## src/pss_pkg.sv

```systemverilog
`default_nettype none
package pss_pkg;
	// ---------------------------------------------
	// timing
	// ---------------------------------------------
	localparam int unsigned CLK_MHZ      = 100;
	localparam int unsigned SLOT_MIN_US  = 32;
	localparam int unsigned SLOT_MIN_CYC = SLOT_MIN_US * CLK_MHZ;
	localparam logic [3:0]  SLOT_MAX_SEL = 4'h8;
	localparam logic [3:0]  SLOT_SEL_RST = 4'h2;
	localparam int unsigned NSTEP        = 16;
	localparam int unsigned NREG_DEF     = 8;
	localparam int unsigned FIRST_LINREG = 4;

	// ---------------------------------------------
	// register map
	// ---------------------------------------------
	localparam logic [7:0]  OFS_CTRL   = 8'h00;
	localparam logic [7:0]  OFS_PTR    = 8'h04;
	localparam logic [7:0]  OFS_TIME   = 8'h08;
	localparam logic [7:0]  OFS_STAT   = 8'h0c;
	localparam logic [7:0]  OFS_AUX    = 8'h10;
	localparam logic [7:0]  OFS_REG    = 8'h20;
	localparam int unsigned C_GO1      = 0;
	localparam int unsigned C_GO2      = 1;
	localparam int unsigned C_GO3      = 2;
	localparam int unsigned C_PART     = 3;
	localparam int unsigned C_DEF      = 4;
	localparam int unsigned C_NVM      = 5;
	localparam int unsigned C_FSD      = 6;
	localparam int unsigned C_HSD      = 7;
	localparam int unsigned PF_FIRST   = 0;
	localparam int unsigned PF_SECOND  = 4;
	localparam int unsigned PF_FINAL   = 8;
	localparam int unsigned PF_PART    = 12;
	localparam int unsigned TF_NORM    = 0;
	localparam int unsigned TF_EMPTY   = 4;
	localparam int unsigned RC_AUTO    = 4;
	localparam int unsigned RC_KEEP    = 5;
	localparam int unsigned STAT_MODE  = 4;
	localparam int unsigned STAT_SEQ   = 6;
	localparam int unsigned STAT_IRQ   = 8;
	localparam logic [7:0]  CTRL_RST   = 8'h00;
	localparam logic [15:0] PTR_RST    = 16'h0f73;
	localparam logic [3:0]  AUX_RST    = 4'h0;
	localparam logic [5:0]  REGCFG_RST = 6'h00;

	// ---------------------------------------------
	// states
	// ---------------------------------------------
	typedef enum logic [1:0] {
		M_RESET  = 2'b00,
		M_PDOWN  = 2'b01,
		M_SYSTEM = 2'b10,
		M_ACTIVE = 2'b11
	} pss_mode_t;

	typedef enum logic [1:0] {
		SQ_IDLE   = 2'b00,
		SQ_RELOAD = 2'b01,
		SQ_ARMED  = 2'b10,
		SQ_RUN    = 2'b11
	} pss_seq_t;
endpackage
`default_nettype wire

```

## src/pss_slot_timer.sv

```systemverilog
`default_nettype none
module pss_slot_timer import pss_pkg::*; #(
	parameter int unsigned BASE_CYC = SLOT_MIN_CYC
) (
	input  wire logic       mclk,
	input  wire logic       reset,
	input  wire logic       run,
	input  wire logic [3:0] sel,
	output logic            done_q
);
	localparam int unsigned CW = $clog2(BASE_CYC << SLOT_MAX_SEL) + 1;

	logic [CW-1:0] cnt_q;
	logic [CW-1:0] lim;
	logic [CW-1:0] gap_q;
	logic [3:0]    s;

	// ---------------------------------------------
	// slot length
	// ---------------------------------------------
	// codes above the top one clamp, so a slot never exceeds the longest
	always_comb begin
		s   = (sel > SLOT_MAX_SEL) ? SLOT_MAX_SEL : sel;
		lim = CW'(BASE_CYC) << s;
	end

	always_ff @(posedge mclk or posedge reset) begin
		if (reset) begin
			cnt_q  <= '0;
			done_q <= 1'b0;
		end else if (!run) begin
			cnt_q  <= '0;
			done_q <= 1'b0;
		end else if (cnt_q >= lim - CW'(1)) begin
			cnt_q  <= '0;
			done_q <= 1'b1;
		end else begin
			cnt_q  <= cnt_q + CW'(1);
			done_q <= 1'b0;
		end
	end

	// ---------------------------------------------
	// checks
	// ---------------------------------------------
	always_ff @(posedge mclk or posedge reset) begin
		if (reset) begin
			gap_q <= '0;
		end else if (!run || done_q) begin
			gap_q <= '0;
		end else begin
			gap_q <= gap_q + CW'(1);
		end
	end

	property p_slot_min;
		@(posedge mclk) disable iff (reset)
		done_q |-> gap_q + CW'(1) >= CW'(BASE_CYC);
	endproperty
	a_slot_min: assert property (p_slot_min) else $error("slot shorter than base time");
endmodule
`default_nettype wire

```

## src/pss_seq_top.sv

```systemverilog
`default_nettype none
// Operation
// sixteen steps, each slot 32 us up to 8.192 ms long.
// reaching final pointer on power-up stops stepping and raises host interrupt.
// power-down replays the one power-up configuration in reverse order.
// functions pointing above final pointer are ignored by stepping.
// only regulators may use step 0; other functions at 0 are disabled.
// normal slot delay from its field, default 128 us, 32 us to 8 ms.
// slots with no function use the separate empty-slot delay.
// both delays reload from nvm at each power-up start; also for slot 0.
// after trigger, optional partial nvm reload, then start on first go.
// first phase runs 0 to first end, then waits for second go.
// second phase runs to second end; with watchdog active enter ACTIVE.
// host writes third go; device steps on up to final pointer.
// final pointer below phase ends disables all later steps.
// clearing second go reverses to first end; first go reverses to 0.
// watchdog power-down returns to step 0 at once.
// partial-off stops down at partial pointer; next power-up starts there.
// shutdown is a power-down, then proceeds from POWERDOWN into RESET.
// regulator on at its step going up, off there going down.
// up: auto and keep clear ends off, else on with A setting.
// down: keep clear turns off with A; keep set stays on with B.
// step0 default set enables step-0 regulators on entering POWERDOWN.
// with nvm presets, first linear regulator stays on in RESET only; the code leaves it on when RESET ends.
// after reset step 0, nothing starts before trigger and go.
module pss_seq_top import pss_pkg::*; #(
	parameter int unsigned SLOT_BASE_CYC = SLOT_MIN_CYC,
	parameter int unsigned NREG          = NREG_DEF
) (
	input  wire logic            mclk,
	input  wire logic            reset,
	input  wire logic [7:0]      avs_address,
	input  wire logic            avs_read,
	input  wire logic            avs_write,
	input  wire logic [31:0]     avs_writedata,
	output logic      [31:0]     avs_readdata,
	output logic                 avs_waitrequest,
	input  wire logic            power_up_trig,
	input  wire logic            wdog_timeout,
	input  wire logic            wdog_active,
	input  wire logic            shutdown_req,
	input  wire logic            fault_shutdown,
	input  wire logic            first_phase_go_pin,
	input  wire logic            second_phase_go_pin,
	input  wire logic            ext_reset_req_n,
	input  wire logic [3:0]      nvm_slot_delay_sel,
	input  wire logic [3:0]      nvm_empty_slot_delay_sel,
	input  wire logic            nvm_first_go,
	input  wire logic            nvm_second_go,
	input  wire logic            nvm_step0_default_on,
	input  wire logic            nvm_first_linreg_keep_on,
	input  wire logic            nvm_first_linreg_on,
	input  wire logic            nvm_reload_done,
	output logic                 partial_nvm_reload,
	output logic      [NREG-1:0] reg_en_q,
	output logic      [NREG-1:0] reg_sel_b_q,
	output logic                 aux_on_q,
	output pss_mode_t            mode_q,
	output logic      [3:0]      step_q,
	output logic                 irq_out_n
);
	// ---------------------------------------------
	// declarations
	// ---------------------------------------------
	logic [2:0]  pin_s1_q;
	logic [2:0]  pin_s2_q;
	logic        rst_s3_q;
	logic [7:0]  ctrl_q;
	logic [15:0] ptr_q;
	logic [7:0]  slot_timing_reg_q;
	logic [3:0]  aux_ptr_q;
	logic [5:0]  regcfg_q [NREG];
	logic [31:0] rd_data;
	logic        wr_hit;
	pss_seq_t    sq_q;
	logic        sd_q;
	logic [3:0]  fin;
	logic [3:0]  fl;
	logic [3:0]  tgt;
	logic [3:0]  ns;
	logic [3:0]  es;
	logic [3:0]  slot_delay_sel;
	logic [3:0]  empty_slot_delay_sel;
	logic        go1;
	logic        go2;
	logic        up;
	logic        want;
	logic        empty;
	logic        tmr_done;
	logic        rst_fall;
	logic        host_sd;
	logic        sd_ev;
	logic        jump;
	logic        pu_start;
	logic        enter_pd;
	logic        keep1;
	logic        moved;

	function automatic logic hits(input logic [3:0] p, input logic [3:0] s, input logic [3:0] f);
		return (p == s) && (p <= f);
	endfunction

	function automatic logic is_reg(input logic [7:0] a);
		return (a[7:5] == OFS_REG[7:5]) && (a[1:0] == 2'h0) && (32'(a[4:2]) < NREG);
	endfunction

	// ---------------------------------------------
	// pin synchronisers
	// ---------------------------------------------
	always_ff @(posedge mclk or posedge reset) begin
		if (reset) begin
			pin_s1_q <= 3'h4;
			pin_s2_q <= 3'h4;
			rst_s3_q <= 1'b1;
		end else begin
			pin_s1_q <= {ext_reset_req_n, second_phase_go_pin, first_phase_go_pin};
			pin_s2_q <= pin_s1_q;
			rst_s3_q <= pin_s2_q[2];
		end
	end

	assign rst_fall = rst_s3_q && !pin_s2_q[2];
	assign host_sd  = shutdown_req || rst_fall;
	assign sd_ev    = host_sd || fault_shutdown;
	assign go1      = ctrl_q[C_GO1] || pin_s2_q[0];
	assign go2      = ctrl_q[C_GO2] || pin_s2_q[1];
	assign keep1    = nvm_step0_default_on && nvm_first_linreg_keep_on && nvm_first_linreg_on;

	// ---------------------------------------------
	// bus slave
	// ---------------------------------------------
	// one wait cycle per access keeps read data a plain flop
	assign wr_hit = avs_write && !avs_waitrequest;

	always_comb begin
		rd_data = 32'h0;
		case (avs_address)
			OFS_CTRL: rd_data[7:0] = ctrl_q;
			OFS_PTR:  rd_data[15:0] = ptr_q;
			OFS_TIME: rd_data[7:0] = slot_timing_reg_q;
			OFS_AUX:  rd_data[3:0] = aux_ptr_q;
			OFS_STAT: begin
				rd_data[3:0]                  = step_q;
				rd_data[STAT_MODE +: 2]       = mode_q;
				rd_data[STAT_SEQ +: 2]        = sq_q;
				rd_data[STAT_IRQ]             = !irq_out_n;
			end
			default: begin
				if (is_reg(avs_address)) begin
					rd_data[5:0] = regcfg_q[avs_address[4:2]];
				end
			end
		endcase
	end

	always_ff @(posedge mclk or posedge reset) begin
		if (reset) begin
			avs_waitrequest <= 1'b1;
			avs_readdata    <= 32'h0;
		end else begin
			avs_waitrequest <= !((avs_read || avs_write) && avs_waitrequest);
			if (avs_read && avs_waitrequest) begin
				avs_readdata <= rd_data;
			end
		end
	end

	// ---------------------------------------------
	// configuration registers
	// ---------------------------------------------
	always_ff @(posedge mclk or posedge reset) begin
		if (reset) begin
			ctrl_q            <= CTRL_RST;
			ptr_q             <= PTR_RST;
			slot_timing_reg_q <= {SLOT_SEL_RST, SLOT_SEL_RST};
			aux_ptr_q         <= AUX_RST;
			for (int i = 0; i < NREG; i++) begin
				regcfg_q[i] <= REGCFG_RST;
			end
		end else begin
			if (wr_hit && avs_address == OFS_CTRL) begin
				ctrl_q <= avs_writedata[7:0];
			end
			if (wr_hit && avs_address == OFS_PTR) begin
				ptr_q <= avs_writedata[15:0];
			end
			if (wr_hit && avs_address == OFS_TIME) begin
				slot_timing_reg_q <= avs_writedata[7:0];
			end
			if (wr_hit && avs_address == OFS_AUX) begin
				aux_ptr_q <= avs_writedata[3:0];
			end
			for (int i = 0; i < NREG; i++) begin
				if (wr_hit && is_reg(avs_address) && 32'(avs_address[4:2]) == i) begin
					regcfg_q[i] <= avs_writedata[5:0];
				end
			end
			if (pu_start) begin
				slot_timing_reg_q[TF_NORM +: 4]  <= nvm_slot_delay_sel;
				slot_timing_reg_q[TF_EMPTY +: 4] <= nvm_empty_slot_delay_sel;
				ctrl_q[C_GO1]                    <= nvm_first_go;
				ctrl_q[C_GO2]                    <= nvm_second_go;
			end
			// hardware drop of the go bits outranks a simultaneous write
			if (wdog_timeout || sd_ev) begin
				ctrl_q[C_GO3:C_GO1] <= 3'h0;
			end
		end
	end

	// ---------------------------------------------
	// step target and slot timing
	// ---------------------------------------------
	assign fin = ptr_q[PF_FINAL +: 4];

	always_comb begin
		fl = ctrl_q[C_PART] ? ptr_q[PF_PART +: 4] : 4'h0;
		if (sd_q) begin
			tgt = 4'h0;
		end else if (!go1) begin
			tgt = fl;
		end else if (!go2) begin
			tgt = ptr_q[PF_FIRST +: 4];
		end else if (!ctrl_q[C_GO3]) begin
			tgt = ptr_q[PF_SECOND +: 4];
		end else begin
			tgt = fin;
		end
		if (tgt > fin) begin
			tgt = fin;
		end
	end

	assign want = (sq_q == SQ_RUN) && (step_q != tgt);
	assign up   = tgt > step_q;
	assign ns   = up ? step_q + 4'h1 : step_q - 4'h1;
	assign es   = up ? ns : step_q;
	assign moved = tmr_done && want && !jump;

	always_comb begin
		empty = !(aux_ptr_q != 4'h0 && hits(aux_ptr_q, es, fin));
		for (int i = 0; i < NREG; i++) begin
			if (hits(regcfg_q[i][3:0], es, fin)) begin
				empty = 1'b0;
			end
		end
	end

	assign slot_delay_sel       = slot_timing_reg_q[TF_NORM +: 4];
	assign empty_slot_delay_sel = slot_timing_reg_q[TF_EMPTY +: 4];

	pss_slot_timer #(
		.BASE_CYC (SLOT_BASE_CYC)
	) u_timer (
		.mclk   (mclk),
		.reset  (reset),
		.run    (want),
		.sel    (empty ? empty_slot_delay_sel : slot_delay_sel),
		.done_q (tmr_done)
	);

	// ---------------------------------------------
	// sequence control
	// ---------------------------------------------
	assign jump = (sq_q != SQ_IDLE || step_q != 4'h0) && mode_q != M_RESET
		&& (wdog_timeout || (fault_shutdown && ctrl_q[C_FSD]) || (host_sd && ctrl_q[C_HSD]));
	assign pu_start = sq_q == SQ_IDLE && mode_q == M_PDOWN && power_up_trig && !sd_q;
	assign enter_pd = mode_q == M_RESET && pin_s2_q[2] && !sd_q;

	always_ff @(posedge mclk or posedge reset) begin
		if (reset) begin
			sq_q               <= SQ_IDLE;
			partial_nvm_reload <= 1'b0;
		end else begin
			partial_nvm_reload <= (pu_start && ctrl_q[C_NVM]) || (sq_q == SQ_RELOAD && !nvm_reload_done);
			if (jump || (sd_q && sq_q != SQ_RUN)) begin
				sq_q <= SQ_IDLE;
			end else begin
				case (sq_q)
					SQ_IDLE: begin
						if (pu_start) begin
							sq_q <= ctrl_q[C_NVM] ? SQ_RELOAD : SQ_ARMED;
						end
					end
					SQ_RELOAD: begin
						if (nvm_reload_done) begin
							sq_q <= SQ_ARMED;
						end
					end
					SQ_ARMED: begin
						if (go1) begin
							sq_q <= SQ_RUN;
						end
					end
					SQ_RUN: begin
						if ((sd_q || !go1) && step_q == tgt) begin
							sq_q <= SQ_IDLE;
						end
					end
					default: sq_q <= SQ_IDLE;
				endcase
			end
		end
	end

	always_ff @(posedge mclk or posedge reset) begin
		if (reset) begin
			step_q <= 4'h0;
		end else if (jump) begin
			step_q <= 4'h0;
		end else if (moved) begin
			step_q <= ns;
		end
	end

	// shutdown request sets the flag outside RESET only; in RESET the flag clears
	always_ff @(posedge mclk or posedge reset) begin
		if (reset) begin
			sd_q <= 1'b0;
		end else if (sd_ev && mode_q != M_RESET) begin
			sd_q <= 1'b1;
		end else if (mode_q == M_RESET) begin
			sd_q <= 1'b0;
		end
	end

	always_ff @(posedge mclk or posedge reset) begin
		if (reset) begin
			mode_q <= M_RESET;
		end else begin
			case (mode_q)
				M_RESET: begin
					if (enter_pd) begin
						mode_q <= M_PDOWN;
					end
				end
				M_PDOWN: begin
					if (sd_q && sq_q == SQ_IDLE) begin
						mode_q <= M_RESET;
					end else if (pu_start) begin
						mode_q <= M_SYSTEM;
					end
				end
				M_SYSTEM: begin
					if (sq_q == SQ_IDLE) begin
						mode_q <= M_PDOWN;
					end else if (sq_q == SQ_RUN && step_q == ptr_q[PF_SECOND +: 4] && wdog_active) begin
						mode_q <= M_ACTIVE;
					end
				end
				M_ACTIVE: begin
					if (sq_q == SQ_IDLE) begin
						mode_q <= M_PDOWN;
					end else if (step_q < ptr_q[PF_SECOND +: 4]) begin
						mode_q <= M_SYSTEM;
					end
				end
				default: mode_q <= M_RESET;
			endcase
		end
	end

	// ---------------------------------------------
	// regulator and function outputs
	// ---------------------------------------------
	always_ff @(posedge mclk or posedge reset) begin
		if (reset) begin
			reg_en_q    <= '0;
			reg_sel_b_q <= '0;
			aux_on_q    <= 1'b0;
		end else begin
			for (int i = 0; i < NREG; i++) begin
				if (enter_pd) begin
					if (regcfg_q[i][3:0] == 4'h0 && ctrl_q[C_DEF]) begin
						reg_en_q[i]    <= 1'b1;
						reg_sel_b_q[i] <= 1'b0;
					end
				end else if (mode_q == M_RESET) begin
					reg_en_q[i]    <= (i == FIRST_LINREG) && keep1;
					reg_sel_b_q[i] <= 1'b0;
				end else if (jump) begin
					if (regcfg_q[i][3:0] != 4'h0 && regcfg_q[i][3:0] <= fin) begin
						reg_en_q[i]    <= regcfg_q[i][RC_KEEP];
						reg_sel_b_q[i] <= regcfg_q[i][RC_KEEP];
					end
				end else if (moved && hits(regcfg_q[i][3:0], es, fin)) begin
					reg_en_q[i]    <= up ? (regcfg_q[i][RC_AUTO] | regcfg_q[i][RC_KEEP])
						: regcfg_q[i][RC_KEEP];
					reg_sel_b_q[i] <= !up && regcfg_q[i][RC_KEEP];
				end
			end
			if (mode_q == M_RESET || aux_ptr_q == 4'h0) begin
				aux_on_q <= 1'b0;
			end else if (jump && aux_ptr_q <= fin) begin
				aux_on_q <= 1'b0;
			end else if (moved && hits(aux_ptr_q, es, fin)) begin
				aux_on_q <= up;
			end
		end
	end

	// pending until software writes one to the status bit; a new set wins
	always_ff @(posedge mclk or posedge reset) begin
		if (reset) begin
			irq_out_n <= 1'b1;
		end else if (moved && up && ns == fin) begin
			irq_out_n <= 1'b0;
		end else if (wr_hit && avs_address == OFS_STAT && avs_writedata[STAT_IRQ]) begin
			irq_out_n <= 1'b1;
		end
	end

	// ---------------------------------------------
	// checks
	// ---------------------------------------------
	property p_final_irq;
		@(posedge mclk) disable iff (reset)
		moved && up && ns == fin |=> !irq_out_n && step_q == $past(fin);
	endproperty
	a_final_irq: assert property (p_final_irq) else $error("final step without interrupt");

	property p_one_step;
		@(posedge mclk) disable iff (reset)
		$changed(step_q) && !$past(jump) |-> step_q == $past(step_q) + 4'h1 || step_q == $past(step_q) - 4'h1;
	endproperty
	a_one_step: assert property (p_one_step) else $error("step moved by more than one");

	property p_clamp;
		@(posedge mclk) disable iff (reset)
		$changed(step_q) && $past(up) && !$past(jump) |-> step_q <= $past(fin);
	endproperty
	a_clamp: assert property (p_clamp) else $error("step passed final pointer");

	property p_wdog;
		@(posedge mclk) disable iff (reset)
		wdog_timeout && mode_q != M_RESET && (sq_q != SQ_IDLE || step_q != 4'h0) |=> step_q == 4'h0 && sq_q == SQ_IDLE;
	endproperty
	a_wdog: assert property (p_wdog) else $error("watchdog did not return to step 0");

	property p_armed;
		@(posedge mclk) disable iff (reset)
		sq_q == SQ_ARMED && go1 && !jump && !sd_q |=> sq_q == SQ_RUN;
	endproperty
	a_armed: assert property (p_armed) else $error("first phase did not start");

	property p_sd_reset;
		@(posedge mclk) disable iff (reset)
		mode_q == M_PDOWN && sd_q && sq_q == SQ_IDLE |=> mode_q == M_RESET;
	endproperty
	a_sd_reset: assert property (p_sd_reset) else $error("shutdown did not reach reset mode");

	property p_reset_keep;
		@(posedge mclk) disable iff (reset)
		mode_q == M_RESET && !enter_pd |=> reg_en_q[FIRST_LINREG] == $past(keep1);
	endproperty
	a_reset_keep: assert property (p_reset_keep) else $error("wrong linear regulator state in reset");

	property p_aux0;
		@(posedge mclk) disable iff (reset)
		aux_ptr_q == 4'h0 |=> !aux_on_q;
	endproperty
	a_aux0: assert property (p_aux0) else $error("function at step 0 not disabled");

	property p_idle_hold;
		@(posedge mclk) disable iff (reset)
		sq_q == SQ_IDLE && !jump |=> $stable(step_q);
	endproperty
	a_idle_hold: assert property (p_idle_hold) else $error("step moved while idle");

	property p_up_on;
		@(posedge mclk) disable iff (reset)
		moved && up && hits(regcfg_q[0][3:0], es, fin)
		|=> reg_en_q[0] == $past(regcfg_q[0][RC_AUTO] | regcfg_q[0][RC_KEEP]) && !reg_sel_b_q[0];
	endproperty
	a_up_on: assert property (p_up_on) else $error("regulator wrong after up step");

	property p_dn_keep;
		@(posedge mclk) disable iff (reset)
		moved && !up && hits(regcfg_q[0][3:0], es, fin)
		|=> reg_en_q[0] == $past(regcfg_q[0][RC_KEEP]) && reg_sel_b_q[0] == $past(regcfg_q[0][RC_KEEP]);
	endproperty
	a_dn_keep: assert property (p_dn_keep) else $error("regulator wrong after down step");
endmodule
`default_nettype wire

```

## config.mk

```make
export PLATFORM = sky130hd
export DESIGN_NAME = pss_seq_top
export DESIGN_NICKNAME = d
export VERILOG_FILES = /design/src/pss_pkg.sv /design/src/pss_slot_timer.sv /design/src/pss_seq_top.sv
export SDC_FILE = /design/constraint.sdc
export NUM_CORES = 1
export LEC_CHECK = 0
export BUFFER_PORTS_ARGS = -buffer_cell sky130_fd_sc_hd__buf_2
export CAP_MARGIN = 0
export CORE_MARGIN = 3
export CORE_UTILIZATION = 35
export DETAILED_ROUTE_END_ITERATION = 10
export PLACE_DENSITY = 0.52
export SYNTH_ARGS = -nofsm -noshare
export SYNTH_HDL_FRONTEND = slang
export SYNTH_HIERARCHICAL = 1
export SYNTH_SLANG_ARGS = --single-unit
```

## constraint.sdc

```tcl
create_clock -name mclk -period 14.8 [get_ports mclk]
set_clock_uncertainty 0.2 [all_clocks]
set_input_delay 1.48 -clock mclk [delete_from_list [all_inputs] [get_ports mclk]]
set_output_delay 1.48 -clock mclk [all_outputs]
set_load 0.02 [all_outputs]
```

==> impl_metrics.yaml <==
run_status:
  status: "finished clean"
drt:
  vias_per_cell: 5.45
  route.detailed.drc: 0
  drtIter0Drc: 632
  wire_per_inst_um: 20.7
  ant_nets: 0
  first_pass_iters: 5
  vias: 8296
  wirelength_mm: 31.5
logic_synthesis:
  ys_ff_latch: 158
  synth_top_area_share_pct: 33.3
  ys_types: 78
  async_reset_ff_share_pct: 100
  synthTopCellsByArea: "dfrtp_1, ha_1, mux2_2, dfstp_2, mux4_2"
  syn-cell-area_um2: 10700
  syn_inst: 1054
  synth_enable_flop_cells: 0
  ys.flop_type: "dfrtp_1"
  ys_warn_count: 6
  yosys.area.top_type: "dfrtp_1"
  postSynthAreaPerCell_um2: 10.1
  synth-seq-area-share_pct: 37.3
critical_path:
  crit_fanout: 23
  critPathArrivalTime_ns: 11.00
  critPathKind: "reg -> reg"
  cp.required_ns: 14.96
  max_stage_delay_ns: 0.73
  worst_setup_path_end_kind: "flop"
  critPathLaunchType: "flop"
  reg2reg_slack_ns: 3.96
  critPathSlowestCell: "fa_1"
cts:
  post_cts_buffers: 0
  htreeDepth: 4
  ctsRootBufferMaster: "clkbuf_16"
  clock_latency_ns: 0.45
  cts_sinks: 158
  cts.repair.resized: 0
  clk_path_buf_depth: 2
  numCtsBuffers: 17
  clkTransAtPathRegs_ns: 0.08
  hold_buffers: 0
  tritoncts: "built"
placement:
  gp_congestion: 0.850
  dpl.cell_count: 1489
  port_buffers: 91
  dp_hpwl_mm: 22.4
floorplanning:
  core-area_um2: 29800
  ios: 124
  die_h_um: 181
  die_w_um: 181
  rows: 63
  die-area_um2: 32600
  start_util_pct: 35.8
sta:
  worst_pin_slew_ns: 0.999
  tns_ns: 0
  rsz0062_at_grt: "no"
  post-route-min-period_ns: 10.84
  final-hold-violation-count: 0
  slew_headroom_pct: 33.4
  setup_violations: 0
  clock.fmax_mhz: 92.2
  slew_viol_final: 0
  period_share_pct: 73.2
global_route:
  grt_max_degree: 76
  grt_pass1_wl_mm: 49.1
  antenna_found_initial: 2
  grt_pass1_vias: 8185
  grt-ovfl-total: 0
  grtUsageTotal_pct: 19.3
run:
  drv_cap: 0
layout:
  syn_to_final_growth_pct: 12.2
  final_cells: 1521
  regArea_um2: 3970
  multi_input_area_um2: 6200
  drive_gt1_share_pct: 24.6
  fill_cells: 3017
  n_antenna_cell: 0
  final_net_count: 1259
power:
  cellPowerDensity_nw_per_um2: 165
  leakage_nw: 5.43
  ir_drop_mv: 0.0842
hold_path:
  min_path_type: "reg -> reg"
[cell type report]
cell class,count,share of cell area (%)
Timing Repair Buffer,98,4.25
Inverter,51,1.66
Clock inverter,15,1.41
Tap cell,390,4.08
Sequential cell,158,33.2
Clock buffer,17,3.56
Multi-Input combinational cell,792,51.8
[cells by family (layout without fill, tap and decap cells)]
group / after synthesis / in the layout / share of synthesized area [%]
AO/OA/AOI/OAI: 198 / 198 / 12.4
XOR/XNOR: 65 / 65 / 6.41
adder cells (fa/ha/maj): 75 / 75 / 8.87
buffers and inverters: 119 / 181 / 5.16
flip-flops: 158 / 158 / 37.3
multiplexers: 129 / 129 / 15.0
other: 1 / 16 / 0.0352
AND/OR/NAND/NOR: 309 / 309 / 14.9
[Yosys cell counts (18+ instances only)]
cell type,instances
mux2_2,75
ha_1,74
nand2_1,87
inv_1,49
nor3_1,18
dfrtp_1,142
a211oi_1,18
mux2i_1,32
a21oi_1,52
nor4_1,21
o21ai_0,53
nor2_1,70
xor2_1,29
xnor2_1,28
clkbuf_1,32
[cells in the final DEF (no fill, tap or decap), types with 5 or more instances in the layout]
cell	netlist	routed
dfrtp_1	142	142
buf_2	9	91
nand2_1	87	87
mux2_2	75	75
ha_1	74	74
nor2_1	70	70
o21ai_0	53	53
a21oi_1	52	52
inv_1	49	48
mux2i_1	32	32
xor2_1	29	29
xnor2_1	28	28
nor4_1	21	20
nor3_1	18	18
a211oi_1	18	18
nand3_1	17	17
nor2b_1	17	17
clkbuf_16	0	17
nand2b_1	16	16
mux4_2	16	16
conb_1	1	16
dfstp_2	16	16
nand4_1	15	15
nor2_2	14	14
o211ai_1	10	10
buf_4	16	7
and3_1	6	6
o21a_1	6	6
a41oi_1	6	6
a31oi_1	6	6
a22o_1	6	6
and4_1	5	5
xnor3_1	5	5
o32a_1	5	5
or3_1	5	5
mux2_1	5	5
[worst max-delay path, delay by kind of cell, from the launching register on]
family	cells	cell delay, ns
xor gates and xnor gates	2	0.27
adders and majority gates	5	2.17
and+or+nand+nor	13	3.97
AOI/OAI and AO/OA	14	2.80
buffers and inverters	2	0.31
DFF	1	0.42
muxes	1	0.61
[routing by layer]
metal	vias to the layer above	GRT usage (%)	wire, um	part of all wire, %
met5	-	0	27	0.086
met4	4	5.89	783	2.5
met3	47	3.73	1430	4.5
met2	209	30.6	14600	46
met1	4135	26.8	14700	47
li1	3901	-	-	-
[power breakdown]
part	leakage, nW	total (mW)	internal (mW)	switching, mW
Clock	0.283	0.446	0.227	0.219
Combinational	3.11	1.01	0.391	0.616
Sequential	2.04	0.520	0.472	0.0473
Total	5.43	1.97	1.09	0.882
[final timing paths]
kind	startpoint	depth (start not counted)	to
max	ctrl_q[0]	37	u_timer/cnt_q[14]
max reg2reg	ctrl_q[0]	37	u_timer/cnt_q[14]
min reg2reg	pin_s1_q[1]	0	pin_s2_q[1]
min	pin_s1_q[1]	0	pin_s2_q[1]
min in group asynchronous	reset	2	regcfg_q[33]
max in group asynchronous	reset	3	regcfg_q[31]
[registers in the layout (all words and copies together), names as in the netlist, 2 cells and up]
name,count
aux_ptr_q,4
u_timer/cnt_q,21
step_q,4
pin_s2_q,3
pin_s1_q,3
ctrl_q,8
sq_q,2
regcfg_q,48
avs_readdata,16
reg_sel_b_q,8
mode_q,2
slot_timing_reg_q,8
reg_en_q,8
ptr_q,16
[metrics by stage]
| step | utilization [%] | hold WS, ns | setup WS (ns) | power (mW) | area [um2] |
|---|---|---|---|---|---|
| CTS | 40.1 | 0.160 | 3.95 | 1.98 | 12000 |
| floorplan | - | 0.131 | 6.22 | 1.29 | 10700 |
| detailed placement | 38.1 | 0.141 | 3.99 | 1.53 | 11400 |
| global route | 40.1 | 0.162 | 3.09 | 2.12 | 12000 |
| finish | 40.1 | 0.155 | 3.96 | 1.97 | 12000 |
| global placement | 38.1 | 0.136 | 4.14 | 1.51 | 11400 |
Note: power is estimated with default switching activity, not from simulation.
